**config.mk**
```make
export PLATFORM = sky130hd
export DESIGN_NAME = intc_edge_ctrl
export DESIGN_NICKNAME = d
export VERILOG_FILES = /design/src/shared/intc_edge_pkg.sv /design/src/logic/intc_edge_ctrl.sv
export VERILOG_INCLUDE_DIRS = /design/src /design/src/shared
export SDC_FILE = /design/constraint.sdc
export NUM_CORES = 1
export LEC_CHECK = 0
export BUFFER_PORTS_ARGS = -buffer_cell sky130_fd_sc_hd__buf_2
export CAP_MARGIN = 20
export CORE_MARGIN = 2
export CORE_UTILIZATION = 50
export CTS_BUF_LIST = sky130_fd_sc_hd__clkbuf_8
export DETAILED_ROUTE_END_ITERATION = 8
export GPL_ROUTABILITY_DRIVEN = 0
export HOLD_SLACK_MARGIN = 0.05
export PLACE_DENSITY = 0.8
export SETUP_SLACK_MARGIN = 0.3
export SYNTH_ARGS = -nofsm -noshare
export SYNTH_HDL_FRONTEND = slang
export SYNTH_SLANG_ARGS = --single-unit
```
**constraint.sdc**
```tcl
create_clock -name clk -period 4.52 [get_ports clk]
set_clock_uncertainty 0.15 [all_clocks]
set_input_delay 0.678 -clock clk [delete_from_list [all_inputs] [get_ports clk]]
set_output_delay 0.678 -clock clk [all_outputs]
set_load 0.05 [all_outputs]
```
**src/shared/intc_edge_consts.svh**
```systemverilog
// Purpose: offsets, field positions, reset values and vector numbers
// Assumes: register offsets are word indexes; byte address = 4 * index
// Notes:   definitions only
`ifndef INTC_EDGE_CONSTS_SVH
`define INTC_EDGE_CONSTS_SVH

// ****************************************
// register indexes
// ****************************************
`define IDX_WAKEUP_EDGE_SELECT      16'hFF90
`define IDX_EXTERNAL_EDGE_SELECT    16'hFFF2
`define IDX_INTERRUPT_ENABLE_FIRST  16'hFFF3
`define IDX_INTERRUPT_ENABLE_SECOND 16'hFFF4
`define IDX_REQUEST_FLAGS_FIRST     16'hFFF6
`define IDX_REQUEST_FLAGS_SECOND    16'hFFF7
`define IDX_WAKEUP_REQUEST_FLAGS    16'hFFF9

// ****************************************
// reset values
// ****************************************
`define RST_WAKEUP_EDGE_SELECT      8'h00
`define RST_EXTERNAL_EDGE_SELECT    8'hE0
`define RST_INTERRUPT_ENABLE_FIRST  8'h00
`define RST_INTERRUPT_ENABLE_SECOND 8'h00
`define RST_REQUEST_FLAGS_FIRST     8'h20
`define RST_REQUEST_FLAGS_SECOND    8'h00
`define RST_WAKEUP_REQUEST_FLAGS    8'h00

// ****************************************
// fixed bits and field positions
// ****************************************
`define EDGE_SEL_FIXED_ONES         8'hE0
`define FLAGS_FIRST_FIXED_ONES      8'h20
`define BIT_TIMER_A                 7
`define BIT_SERIAL_ONE              6
`define BIT_WAKEUP_GROUP            5
`define BIT_DIRECT_TRANSFER         7
`define BIT_CONVERSION_END          6
`define BIT_SPARE                   5
`define BIT_TIMER_G                 4
`define BIT_TIMER_F_HIGH            3
`define BIT_TIMER_F_LOW             2
`define BIT_TIMER_C                 1
`define BIT_EVENT_COUNTER           0

// ****************************************
// vector numbers
// ****************************************
`define VEC_EXT_BASE                5'h04
`define VEC_WAKEUP                  5'h09
`define VEC_TIMER_A                 5'h0B
`define VEC_EVENT_COUNTER           5'h0C
`define VEC_TIMER_C                 5'h0D
`define VEC_TIMER_F_LOW             5'h0E
`define VEC_TIMER_F_HIGH            5'h0F
`define VEC_TIMER_G                 5'h10
`define VEC_CONVERSION_END          5'h13
`define VEC_DIRECT_TRANSFER         5'h14
`define VEC_COUNT                   21

`endif

```
**src/shared/intc_edge_pkg.sv**
```systemverilog
// Purpose: types of the interrupt enable and edge control block
// Assumes: constants come from intc_edge_consts.svh
// Notes:   whole state of the block is one packed struct
package intc_edge_pkg;

	typedef enum logic [0:0] {
		BUS_IDLE = 1'b0,
		BUS_ACK  = 1'b1
	} bus_phase_t;

	typedef struct packed {
		bus_phase_t  phase;
		logic        waitReq;
		logic [7:0]  readData;
		logic [4:0]  edgeSel;
		logic [7:0]  wakeEdge;
		logic [7:0]  enableFirst;
		logic [7:0]  enableSecond;
		logic [7:0]  flagsFirst;
		logic [7:0]  flagsSecond;
		logic [7:0]  wakeFlags;
		logic [15:0] pinPrev;
		logic        primed;
		logic        irqReq;
		logic [4:0]  irqVec;
		logic        convTrigEdge;
		logic        timerFEdge;
		logic        timerCEdge;
	} state_t;

endpackage

```
**src/logic/intc_edge_ctrl.sv**
```systemverilog
// Purpose: edge sensing, enable gating and vectored request to the CPU
// Assumes: all inputs synchronous to clk; event inputs are 1-cycle pulses
// Notes:   registers reached over Avalon-MM, one wait cycle per access
`timescale 1ns/1ps
`include "intc_edge_consts.svh"

module intc_edge_ctrl (
	input  wire logic        clk,
	input  wire logic        resetn,
	input  wire logic [17:0] address,
	input  wire logic        read,
	input  wire logic        write,
	input  wire logic [31:0] writedata,
	input  wire logic [3:0]  byteenable,
	output logic      [31:0] readdata,
	output logic             waitrequest,
	input  wire logic [4:0]  extRequestPin,
	input  wire logic [7:0]  wakeupPin,
	input  wire logic        converterTriggerPin,
	input  wire logic        timerFEventPin,
	input  wire logic        timerCEventPin,
	input  wire logic        timerAOvf,
	input  wire logic        serialOneDone,
	input  wire logic        wakeupReserved,
	input  wire logic        directTransfer,
	input  wire logic        conversionEnd,
	input  wire logic        timerGEvent,
	input  wire logic        timerFHighEvent,
	input  wire logic        timerFLowEvent,
	input  wire logic        timerCEvent,
	input  wire logic        eventCounterOvf,
	input  wire logic        globalMask,
	output logic             irqRequest,
	output logic      [4:0]  irqVector,
	output logic             converterTriggerEdge,
	output logic             timerFEdge,
	output logic             timerCEdge
);
	import intc_edge_pkg::*;

	// one-hot register select positions
	localparam int SEL_WAKE_EDGE = 0;
	localparam int SEL_EDGE      = 1;
	localparam int SEL_EN_FIRST  = 2;
	localparam int SEL_EN_SECOND = 3;
	localparam int SEL_FL_FIRST  = 4;
	localparam int SEL_FL_SECOND = 5;
	localparam int SEL_WAKE_FL   = 6;

	// ****************************************
	// functions
	// ****************************************

	// sel 1 senses a rising edge, sel 0 a falling one
	function automatic logic edgeHit(
		input logic prev,
		input logic cur,
		input logic sel
	);
		edgeHit = sel ? (!prev && cur) : (prev && !cur);
	endfunction

	// a write of 0 clears, a write of 1 keeps; a set in the same
	// cycle wins so no event is lost to a racing clear
	function automatic logic [7:0] flagUpdate(
		input logic [7:0] cur,
		input logic       wr,
		input logic [7:0] data,
		input logic [7:0] set
	);
		logic [7:0] clr;
		clr = wr ? ~data : 8'h00;
		flagUpdate = (cur & ~clr) | set;
	endfunction

	// lowest vector number is the highest priority
	function automatic logic [4:0] pickVector(
		input logic [`VEC_COUNT-1:0] pend
	);
		logic [4:0] v;
		v = 5'h00;
		for (int i = `VEC_COUNT - 1; i >= 0; i--) begin
			if (pend[i]) begin
				v = 5'(i);
			end
		end
		pickVector = v;
	endfunction

	// word index to one-hot select, zero where nothing is mapped;
	// read mux and write strobes share it so they cannot disagree
	function automatic logic [6:0] decodeReg(
		input logic [15:0] idx
	);
		logic [6:0] sel;
		sel = 7'h00;
		if (idx == `IDX_WAKEUP_EDGE_SELECT) begin
			sel[SEL_WAKE_EDGE] = 1'b1;
		end else if (idx == `IDX_EXTERNAL_EDGE_SELECT) begin
			sel[SEL_EDGE] = 1'b1;
		end else if (idx == `IDX_INTERRUPT_ENABLE_FIRST) begin
			sel[SEL_EN_FIRST] = 1'b1;
		end else if (idx == `IDX_INTERRUPT_ENABLE_SECOND) begin
			sel[SEL_EN_SECOND] = 1'b1;
		end else if (idx == `IDX_REQUEST_FLAGS_FIRST) begin
			sel[SEL_FL_FIRST] = 1'b1;
		end else if (idx == `IDX_REQUEST_FLAGS_SECOND) begin
			sel[SEL_FL_SECOND] = 1'b1;
		end else if (idx == `IDX_WAKEUP_REQUEST_FLAGS) begin
			sel[SEL_WAKE_FL] = 1'b1;
		end
		decodeReg = sel;
	endfunction

	// ****************************************
	// state
	// ****************************************
	state_t state_reg;
	state_t state_next;

	logic        access;
	logic        wrLow;
	logic [15:0] regIdx;
	logic [6:0]  regSel;
	logic [7:0]  wrByte;
	logic [7:0]  readValue;
	logic [15:0] pinNow;
	logic [15:0] pinSel;
	logic [15:0] hits;
	logic [7:0]  setFirst;
	logic [7:0]  setSecond;
	logic [7:0]  setWake;
	logic        wakeAny;
	logic [`VEC_COUNT-1:0] pending;

	assign regIdx = address[17:2];
	assign regSel = decodeReg(regIdx);
	assign wrByte = writedata[7:0];
	// an access takes effect on the edge where waitrequest is low
	assign access = (read || write) && !state_reg.waitReq;
	assign wrLow  = write && access && byteenable[0];

	// ****************************************
	// edge sensing
	// ****************************************

	// sample order: ext pins 4..0, converter, timer F, timer C, wakeups
	assign pinNow = {wakeupPin, timerCEventPin, timerFEventPin,
		converterTriggerPin, extRequestPin};
	assign pinSel = {state_reg.wakeEdge,
		state_reg.edgeSel[1],
		state_reg.edgeSel[3],
		state_reg.edgeSel[4],
		state_reg.edgeSel};

	always_comb begin
		hits = 16'h0000;
		// first cycle after reset only learns the levels, since a pin
		// held high would otherwise look like a rising edge
		if (state_reg.primed) begin
			for (int i = 0; i < 16; i++) begin
				hits[i] = edgeHit(state_reg.pinPrev[i], pinNow[i],
					pinSel[i]);
			end
		end
	end

	// ****************************************
	// flag set sources
	// ****************************************
	always_comb begin
		setFirst = 8'h00;
		setFirst[`BIT_TIMER_A] = timerAOvf;
		setFirst[`BIT_SERIAL_ONE] = serialOneDone;
		setFirst[4:0] = hits[4:0];
		setSecond = 8'h00;
		setSecond[`BIT_DIRECT_TRANSFER] = directTransfer;
		setSecond[`BIT_CONVERSION_END] = conversionEnd;
		setSecond[`BIT_TIMER_G] = timerGEvent;
		setSecond[`BIT_TIMER_F_HIGH] = timerFHighEvent;
		setSecond[`BIT_TIMER_F_LOW] = timerFLowEvent;
		setSecond[`BIT_TIMER_C] = timerCEvent;
		setSecond[`BIT_EVENT_COUNTER] = eventCounterOvf;
		setWake = hits[15:8];
	end

	// ****************************************
	// pending requests by vector number
	// ****************************************
	always_comb begin
		pending = '0;
		wakeAny = |state_reg.wakeFlags;
		for (int n = 0; n < 5; n++) begin
			pending[`VEC_EXT_BASE + n] = state_reg.flagsFirst[n] &&
				state_reg.enableFirst[n];
		end
		pending[`VEC_WAKEUP] = wakeAny &&
			state_reg.enableFirst[`BIT_WAKEUP_GROUP];
		pending[`VEC_TIMER_A] = state_reg.flagsFirst[`BIT_TIMER_A] &&
			state_reg.enableFirst[`BIT_TIMER_A];
		pending[`VEC_EVENT_COUNTER] =
			state_reg.flagsSecond[`BIT_EVENT_COUNTER] &&
			state_reg.enableSecond[`BIT_EVENT_COUNTER];
		pending[`VEC_TIMER_C] = state_reg.flagsSecond[`BIT_TIMER_C] &&
			state_reg.enableSecond[`BIT_TIMER_C];
		pending[`VEC_TIMER_F_LOW] =
			state_reg.flagsSecond[`BIT_TIMER_F_LOW] &&
			state_reg.enableSecond[`BIT_TIMER_F_LOW];
		pending[`VEC_TIMER_F_HIGH] =
			state_reg.flagsSecond[`BIT_TIMER_F_HIGH] &&
			state_reg.enableSecond[`BIT_TIMER_F_HIGH];
		pending[`VEC_TIMER_G] = state_reg.flagsSecond[`BIT_TIMER_G] &&
			state_reg.enableSecond[`BIT_TIMER_G];
		pending[`VEC_CONVERSION_END] =
			state_reg.flagsSecond[`BIT_CONVERSION_END] &&
			state_reg.enableSecond[`BIT_CONVERSION_END];
		pending[`VEC_DIRECT_TRANSFER] =
			state_reg.flagsSecond[`BIT_DIRECT_TRANSFER] &&
			state_reg.enableSecond[`BIT_DIRECT_TRANSFER];
		// slots 0..3 and 10 stay empty; the serial done flag and its
		// enable exist but own no vector slot
		pending[3:0] = 4'h0;
		pending[10] = 1'b0;
	end

	// ****************************************
	// register read mux
	// ****************************************
	always_comb begin
		readValue = 8'h00;
		if (regSel[SEL_WAKE_EDGE]) begin
			readValue = state_reg.wakeEdge;
		end else if (regSel[SEL_EDGE]) begin
			readValue = `EDGE_SEL_FIXED_ONES |
				{3'h0, state_reg.edgeSel};
		end else if (regSel[SEL_EN_FIRST]) begin
			readValue = state_reg.enableFirst;
		end else if (regSel[SEL_EN_SECOND]) begin
			readValue = state_reg.enableSecond;
		end else if (regSel[SEL_FL_FIRST]) begin
			readValue = state_reg.flagsFirst | `FLAGS_FIRST_FIXED_ONES;
		end else if (regSel[SEL_FL_SECOND]) begin
			readValue = state_reg.flagsSecond;
		end else if (regSel[SEL_WAKE_FL]) begin
			readValue = state_reg.wakeFlags;
		end
	end

	// ****************************************
	// next state
	// ****************************************
	always_comb begin
		state_next = state_reg;
		state_next.pinPrev = pinNow;
		state_next.primed = 1'b1;
		state_next.convTrigEdge = hits[5];
		state_next.timerFEdge = hits[6];
		state_next.timerCEdge = hits[7];

		// bus handshake: one wait cycle, then one cycle with
		// waitrequest low where the access is taken
		case (state_reg.phase)
			BUS_IDLE: begin
				if (read || write) begin
					state_next.phase = BUS_ACK;
					state_next.waitReq = 1'b0;
					state_next.readData = readValue;
				end
			end
			BUS_ACK: begin
				state_next.phase = BUS_IDLE;
				state_next.waitReq = 1'b1;
			end
			default: begin
				state_next.phase = BUS_IDLE;
				state_next.waitReq = 1'b1;
			end
		endcase

		// plain control registers
		if (wrLow) begin
			if (regSel[SEL_WAKE_EDGE]) begin
				state_next.wakeEdge = wrByte;
			end else if (regSel[SEL_EDGE]) begin
				state_next.edgeSel = wrByte[4:0];
			end else if (regSel[SEL_EN_FIRST]) begin
				state_next.enableFirst = wrByte;
			end else if (regSel[SEL_EN_SECOND]) begin
				state_next.enableSecond = wrByte;
			end
		end

		// flags: hardware sets always, mask or not
		state_next.flagsFirst = flagUpdate(state_reg.flagsFirst,
			wrLow && regSel[SEL_FL_FIRST],
			wrByte, setFirst);
		state_next.flagsFirst[`BIT_WAKEUP_GROUP] = 1'b0;
		state_next.flagsSecond = flagUpdate(state_reg.flagsSecond,
			wrLow && regSel[SEL_FL_SECOND],
			wrByte, setSecond);
		// spare bit of the second flag register is plain storage
		if (wrLow && regSel[SEL_FL_SECOND]) begin
			state_next.flagsSecond[`BIT_SPARE] = wrByte[`BIT_SPARE];
		end
		state_next.wakeFlags = flagUpdate(state_reg.wakeFlags,
			wrLow && regSel[SEL_WAKE_FL],
			wrByte, setWake);

		// request to the CPU; accepting it changes no flag
		state_next.irqReq = (|pending) && !globalMask;
		state_next.irqVec = (|pending) && !globalMask ?
			pickVector(pending) : 5'h00;
	end

	// ****************************************
	// state register
	// ****************************************
	always_ff @(posedge clk) begin
		if (!resetn) begin
			state_reg.phase <= BUS_IDLE;
			state_reg.waitReq <= 1'b1;
			state_reg.readData <= 8'h00;
			state_reg.edgeSel <= 5'h00;
			state_reg.wakeEdge <= `RST_WAKEUP_EDGE_SELECT;
			state_reg.enableFirst <= `RST_INTERRUPT_ENABLE_FIRST;
			state_reg.enableSecond <= `RST_INTERRUPT_ENABLE_SECOND;
			state_reg.flagsFirst <= 8'h00;
			state_reg.flagsSecond <= `RST_REQUEST_FLAGS_SECOND;
			state_reg.wakeFlags <= `RST_WAKEUP_REQUEST_FLAGS;
			state_reg.pinPrev <= 16'h0000;
			state_reg.primed <= 1'b0;
			state_reg.irqReq <= 1'b0;
			state_reg.irqVec <= 5'h00;
			state_reg.convTrigEdge <= 1'b0;
			state_reg.timerFEdge <= 1'b0;
			state_reg.timerCEdge <= 1'b0;
		end else begin
			state_reg <= state_next;
		end
	end

	// ****************************************
	// outputs, all from flip-flops
	// ****************************************
	assign readdata = {24'h000000, state_reg.readData};
	assign waitrequest = state_reg.waitReq;
	assign irqRequest = state_reg.irqReq;
	assign irqVector = state_reg.irqVec;
	assign converterTriggerEdge = state_reg.convTrigEdge;
	assign timerFEdge = state_reg.timerFEdge;
	assign timerCEdge = state_reg.timerCEdge;

endmodule

```
==> qor.csv, run 1 <==
stage,metric,value,unit
setup_path,endpoint,state_reg[44],
min_path,hp-class,reg -> reg,
outcome,status,"finished, final reports clean",
synth,avgSynthCellArea,8.23,µm²
placement,placed_area,0.00457,mm²
synth,yosysWarnings,0,
setup_path,cp-start-kind,input port,
pwr,vdd_ir_drop_max,0.279,mV
route,drt_iter0_drc,408,
synth,yosysSeqAreaShare,40.7,%
sta,worst_slew_pin_slew,0.887,ns
setup_path,r2r_start,state_reg[29],
clocking,post-cts-setup-buffers,0,
pwr,power.share.clock,38.8,%
synth,synth_cell_types,55,
clocking,cts_tree,built,
global_route,grt_pass1_vias,3804,
route,num_vias,4061,
finish,final_core_util,57.9,%
pwr,powerDensity,340,mW/mm²
min_path,min_from,state_reg[64],
clocking,cts.sinks,88,
synth,synth_common_cells,"dfxtp_1 (88), nand2_1 (88), a21oi_1 (43), o21ai_0 (40), buf_4 (38)",
clocking,cts-hold-fix-buffers,0,
route,post_drt_wl_per_cell,16.1,µm
setup_path,worstSetupPathType,in -> reg,
synth,syn_inst,526,
pwr,p_int,1.20,mW
pwr,finalPower,1.63,mW
route,drc_errors,0,
setup_path,crit_fanout,12,
synth,yosysTopAreaCell,dfxtp_1,
pwr,p_sw_share,26.7,%
job,max_cap_violations,0,
setup_path,r2r-end,irqVector[1],
synth,synth_top_area_share,40.7,%
global_route,antenna_found_initial,0,
synth,synth.area.top_cells,"dfxtp_1 (41%), nand2_1 (7.6%), buf_4 (6.6%)",
finish,multi_input_area,0.00227,mm²
sta,max_freq,351,MHz
sta,tns,0,ns
setup_path,cp.arrival,2.91,ns
setup_path,worst-r2r-cell-count,5,
route,drtPass1Iterations,9,
clocking,path_clk_slew,0.09,ns
finish,syn_to_final_growth,11.0,%
floorplanning,die_x,97.1,µm
placement,hpwlAfterDp,8070,µm
synth,ys.flop_type,dfxtp_1,
finish,final_cell_area,0.00480,mm²
sta,post-route-period-util,63.0,%
global_route,grtUsageTotal,23.1,%
min_path,hold_path_depth,2,
pwr,leakage,1.87,nW
sta,setup_ws,1.67,ns
route,wirelength,11100,µm
sta,setup_viol,0,
sta,finalHoldViolations,0,
setup_path,crit_start,address[16],
sta,slew_violations,0,
floorplanning,core,0.00830,mm²
finish,fin_nets,662,
setup_path,cp-end-kind,flip-flop,
synth,synth-edff-count,0,
clocking,cts_buffers,9,
finish,drive_gt1_share,18.9,%
global_route,grt_max_degree,51,
route,ant_nets,0,
finish,nFillCells,754,
global_route,overflow,0,
sta,rsz0062_at_grt,false,
clocking,root_buffer,clkbuf_8,
clocking,clk_latency,0.36,ns
floorplanning,die_area,0.00942,mm²
floorplanning,start_util,52.2,%
global_route,grt_first_pass_wirelength,17900,µm
sta,fin_hold_ws,0.304,ns
route,via_per_inst,5.91,
placement,dp_slack,1.40,ns
floorplanning,die_y,97.1,µm
finish,largest_reg_flops,56,
finish,seqCellArea,0.00176,mm²
sta,period_minus_slack,2.85,ns
placement,io_buffers,72,
floorplanning,rows,33,
pwr,p_sw,436,µW
finish,antenna_cells,0,
clocking,cts_max_path_buffers,2,
pwr,p_seq_share,50.1,%
pwr,combPwrFrac,11.2,%
setup_path,crit_required,4.58,ns
synth,synth_seq_cells,88,
clocking,h-tree-depth,3,
floorplanning,io_pins,127,
setup_path,rrSetupSlack,2.16,ns
placement,dp.cells,671,
finish,fin_cells,687,
clocking,cts_resized,0,
synth,mappedNetlistArea,0.00433,mm²
synth,postSynth.asyncResetShare,0,%
sta,slew_headroom,40.3,%
[how the worst min path moves through the flow]
stage	endpoint	slack [ns]
finish	state_reg[64]	0.30
global route	state_reg[55]	0.33
floorplan	state_reg[64]	0.28
global placement	state_reg[64]	0.28
CTS	state_reg[64]	0.30
detailed placement	state_reg[64]	0.29
[per-layer routing]
metal | track usage [%] | vias up | share of wire, %
met3 | 4.89 | 42 | 8.9
met5 | 0 | - | 0
met1 | 30.8 | 1880 | 43
li1 | - | 1918 | -
met4 | 8.78 | 0 | 2.6
met2 | 36.9 | 221 | 46
[worst max-delay path, cell delays in order]
cell	delay, ns
buf_2	0.07
nand4_1	0.42
nor4_1	0.91
nand3b_1	0.43
o21ai_0	0.30
a21oi_1	0.09
[kinds of logic after synthesis]
group / synth area share (%)
other: 0.0866
buffers and inverters: 8.96
muxes: 5.00
and+or+nand+nor: 24.9
DFF: 40.7
AOI/OAI and AO/OA: 20.3
[cell usage in the layout (no fill, tap or decap), types with 5 or more instances in the layout]
cell type   n
o21ai_0    40
buf_2      72
nand2_1    88
dfxtp_1    88
a22oi_1    10
conb_1     24
nor2_1     34
clkbuf_8   11
nor4_1      6
a21oi_1    43
and2_1     19
nand3_1    17
mux2i_1    16
nand3b_1    6
mux2_2      5
o21a_1     15
[cell type report]
| class | instances | area share (%) |
|---|---|---|
| multi-input cells | 397 | 47.2 |
| flip-flops and latches | 88 | 36.7 |
| repair buffers | 76 | 8.12 |
| clock buffers | 11 | 3.15 |
| well taps | 105 | 2.73 |
| clock inverters | 5 | 1.77 |
| inverters | 5 | 0.391 |
[power by group through the flow]
stage | clock network, mW | registers [mW] | logic (mW)
final | 0.633 | 0.818 | 0.182
after global routing | 0.674 | 0.820 | 0.197
after CTS | 0.638 | 0.817 | 0.181
after detailed placement | 0 | 0.835 | 0.181
after global placement | 0 | 0.834 | 0.178
after floorplan | 0 | 0.832 | 0.146
(Power assumes the default switching activity.)
==> run 2: changes to the inputs <==
--- a/config.mk
+++ b/config.mk
@@ -9,7 +9,7 @@
 export BUFFER_PORTS_ARGS = -buffer_cell sky130_fd_sc_hd__buf_2
 export CAP_MARGIN = 20
 export CORE_MARGIN = 2
-export CORE_UTILIZATION = 50
+export CORE_UTILIZATION = 48
 export CTS_BUF_LIST = sky130_fd_sc_hd__clkbuf_8
 export DETAILED_ROUTE_END_ITERATION = 8
 export GPL_ROUTABILITY_DRIVEN = 0
==> constraint.sdc (replaced) <==
create_clock -name clk -period 2.5 [get_ports clk]
set_clock_uncertainty 0.15 [all_clocks]
set_input_delay 0.375 -clock clk [delete_from_list [all_inputs] [get_ports clk]]
set_output_delay 0.375 -clock clk [all_outputs]
set_load 0.05 [all_outputs]
==> run 2 against run 1 <==
Compared with the run above:
- global-route usage down 0.27 points
- sequential power up 81%
- non-clock buffer count up 16
- first-iteration DRC count up 28%
- hold slack worse by 0.24 ns
- clock power up 63%
- final area up 2.4%
- routed wire length up 2.0%
- die area up 4.0%
- via count up 0.30%
==> qor.csv, run 2 (synthesis results as in run 1) <==
stage,metric,value,unit,change
min_path,hold_path_depth,2,,unchanged
finish,fin_nets,678,,+2.4%
sta,tns,0,ns,unchanged
min_path,hold_end,state_reg[34],,
outcome,status,"finished, final reports clean",,
min_path,min_from,eventCounterOvf,,
sta,worst_slew_pin_slew,0.575,ns,-0.312 ns
clocking,h-tree-depth,3,,unchanged
floorplanning,die_area,0.00980,mm²,+4.0%
global_route,grt_max_degree,32,,-37%
placement,placed_area,0.00471,mm²,+3.1%
clocking,cts_buffers,9,,unchanged
finish,layout_common_cells,"nand2_1 (88), dfxtp_1 (88), buf_2 (72)",,
setup_path,cp-end-kind,flip-flop,,
setup_path,cp-start-kind,input port,,
job,max_cap_violations,0,,unchanged
setup_path,r2r-end,irqVector[4],,
finish,antenna_cells,0,,unchanged
floorplanning,die_y,99.0,µm,+2.0%
floorplanning,core,0.00872,mm²,+5.1%
setup_path,crit_fanout,8,,-4
global_route,grt_first_pass_wirelength,18000,µm,+0.54%
finish,syn_to_final_growth,13.7,%,
sta,slew_headroom,61.6,%,+21 points
clocking,cts-hold-fix-buffers,0,,unchanged
setup_path,r2r_start,state_reg[26],,
route,wirelength,11300,µm,+2.0%
clocking,cts_tree,built,,
finish,drive_gt1_share,21.2,%,+2.3 points
route,drtPass1Iterations,7,,-2
clocking,cts_max_path_buffers,2,,unchanged
sta,setup_viol,0,,unchanged
route,via_per_inst,5.77,,-2.4%
pwr,leakage,1.95,nW,+4.3%
clocking,cts.sinks,88,,unchanged
route,ant_nets,0,,unchanged
setup_path,worstSetupPathType,in -> reg,,
global_route,grtUsageTotal,22.8,%,-0.27 points
global_route,grt_pass1_vias,3750,,-1.4%
setup_path,rrSetupSlack,0.53,ns,-1.63 ns
setup_path,worst-r2r-cell-count,5,,unchanged
setup_path,cp.arrival,2.17,ns,-0.74 ns
sta,period_minus_slack,2.06,ns,
sta,rsz0062_at_grt,false,,
global_route,overflow,0,,unchanged
floorplanning,die_x,99.0,µm,+2.0%
clocking,root_buffer,clkbuf_8,,
route,num_vias,4073,,+0.30%
pwr,vdd_ir_drop_max,0.385,mV,+38%
route,drc_errors,0,,unchanged
clocking,clk_latency,0.37,ns,about the same
placement,hpwlAfterDp,8340,µm,+3.3%
floorplanning,rows,34,,+3.0%
sta,max_freq,486,MHz,
global_route,antenna_found_initial,0,,unchanged
floorplanning,start_util,49.6,%,-2.5 points
sta,finalHoldViolations,0,,unchanged
route,post_drt_wl_per_cell,16.0,µm,-0.70%
pwr,powerDensity,578,mW/mm²,+70%
placement,io_buffers,72,,unchanged
floorplanning,io_pins,127,,unchanged
clocking,path_clk_slew,0.08,ns,about the same
sta,post-route-period-util,82.4,%,
route,drt_iter0_drc,523,,+28%
min_path,hp-class,in -> reg,,
finish,final_cell_area,0.00492,mm²,+2.4%
setup_path,crit_required,2.61,ns,-1.97 ns
sta,slew_violations,0,,unchanged
finish,largest_reg_flops,56,,unchanged
==> run 2: changes by cell type in the layout (fill, tap and decap cells not counted), sizes merged <==
cell      delta
inv          -1
clkinvlp     -1
buf         +16
bufinv       -1
clkinv       +3
==> run 2: routing by layer <==
metal / global-route usage, % / vias up / share of wire (%)
met5: 0 / - / 0
met1: 30.3 / 1900 / 42
li1: - / 1946 / -
met4: 6.43 / 0 / 1.7
met2: 38.0 / 202 / 47
met3: 4.47 / 25 / 8.7
==> run 2: report_power, final <==
group | internal [mW] | leakage, nW | switching, mW
logic | 0.106 | 1.12 | 0.236
clock network | 0.515 | 0.111 | 0.510
registers | 1.44 | 0.719 | 0.0353
total | 2.06 | 1.95 | 0.782
==> run 2: final cells by class <==
| type | instances | area, µm² |
|---|---|---|
| repair buffers | 92 | 523 |
| clock inverters | 5 | 56.3 |
| flip-flops and latches | 88 | 1760 |
| clock buffers | 11 | 151 |
| multi-input cells | 397 | 2280 |
| inverters | 5 | 18.8 |
| fillers | 800 | 3800 |
| well taps | 108 | 135 |
==> run 2: worst max-delay path: stages <==
cell	delay (ns)
buf_2	0.11
or4_4	0.53
or4_4	0.61
nor2_8	0.25
mux2i_1	0.23
nor2_1	0.06
==> run 2: worst max path at each step <==
stage | depth (start not counted) | end | from
4_1_cts | 6 | irqVector[1] | state_reg[26]
3_3_place_gp | 6 | pinSel[15] | address[7]
2_1_floorplan | 7 | pinSel[10] | address[2]
6_report | 6 | pinSel[12] | address[7]
5_1_grt | 5 | irqVector[4] | state_reg[26]
3_5_place_dp | 6 | pinSel[8] | address[7]
==> run 2: repair_timing <==
item	4_1_cts	5_1_grt
endpoints found under the setup margin	0	3
buffers inserted	0	0
gates resized for setup	0	2
==> run 2: stage by stage <==
step                util [%]  setup slack, ns  cells  power, mW  hold slack, ns
detailed placement      54.0           0.0731    690       1.85           0.291
finish                  56.4            0.441    706       2.85          0.0679
global placement        54.0           0.0832    690       1.84           0.284
global route            56.4            0.378    706       2.94          0.0672
floorplan                  -            0.234    549       1.77           0.253
CTS                     56.4            0.436    706       2.85          0.0561
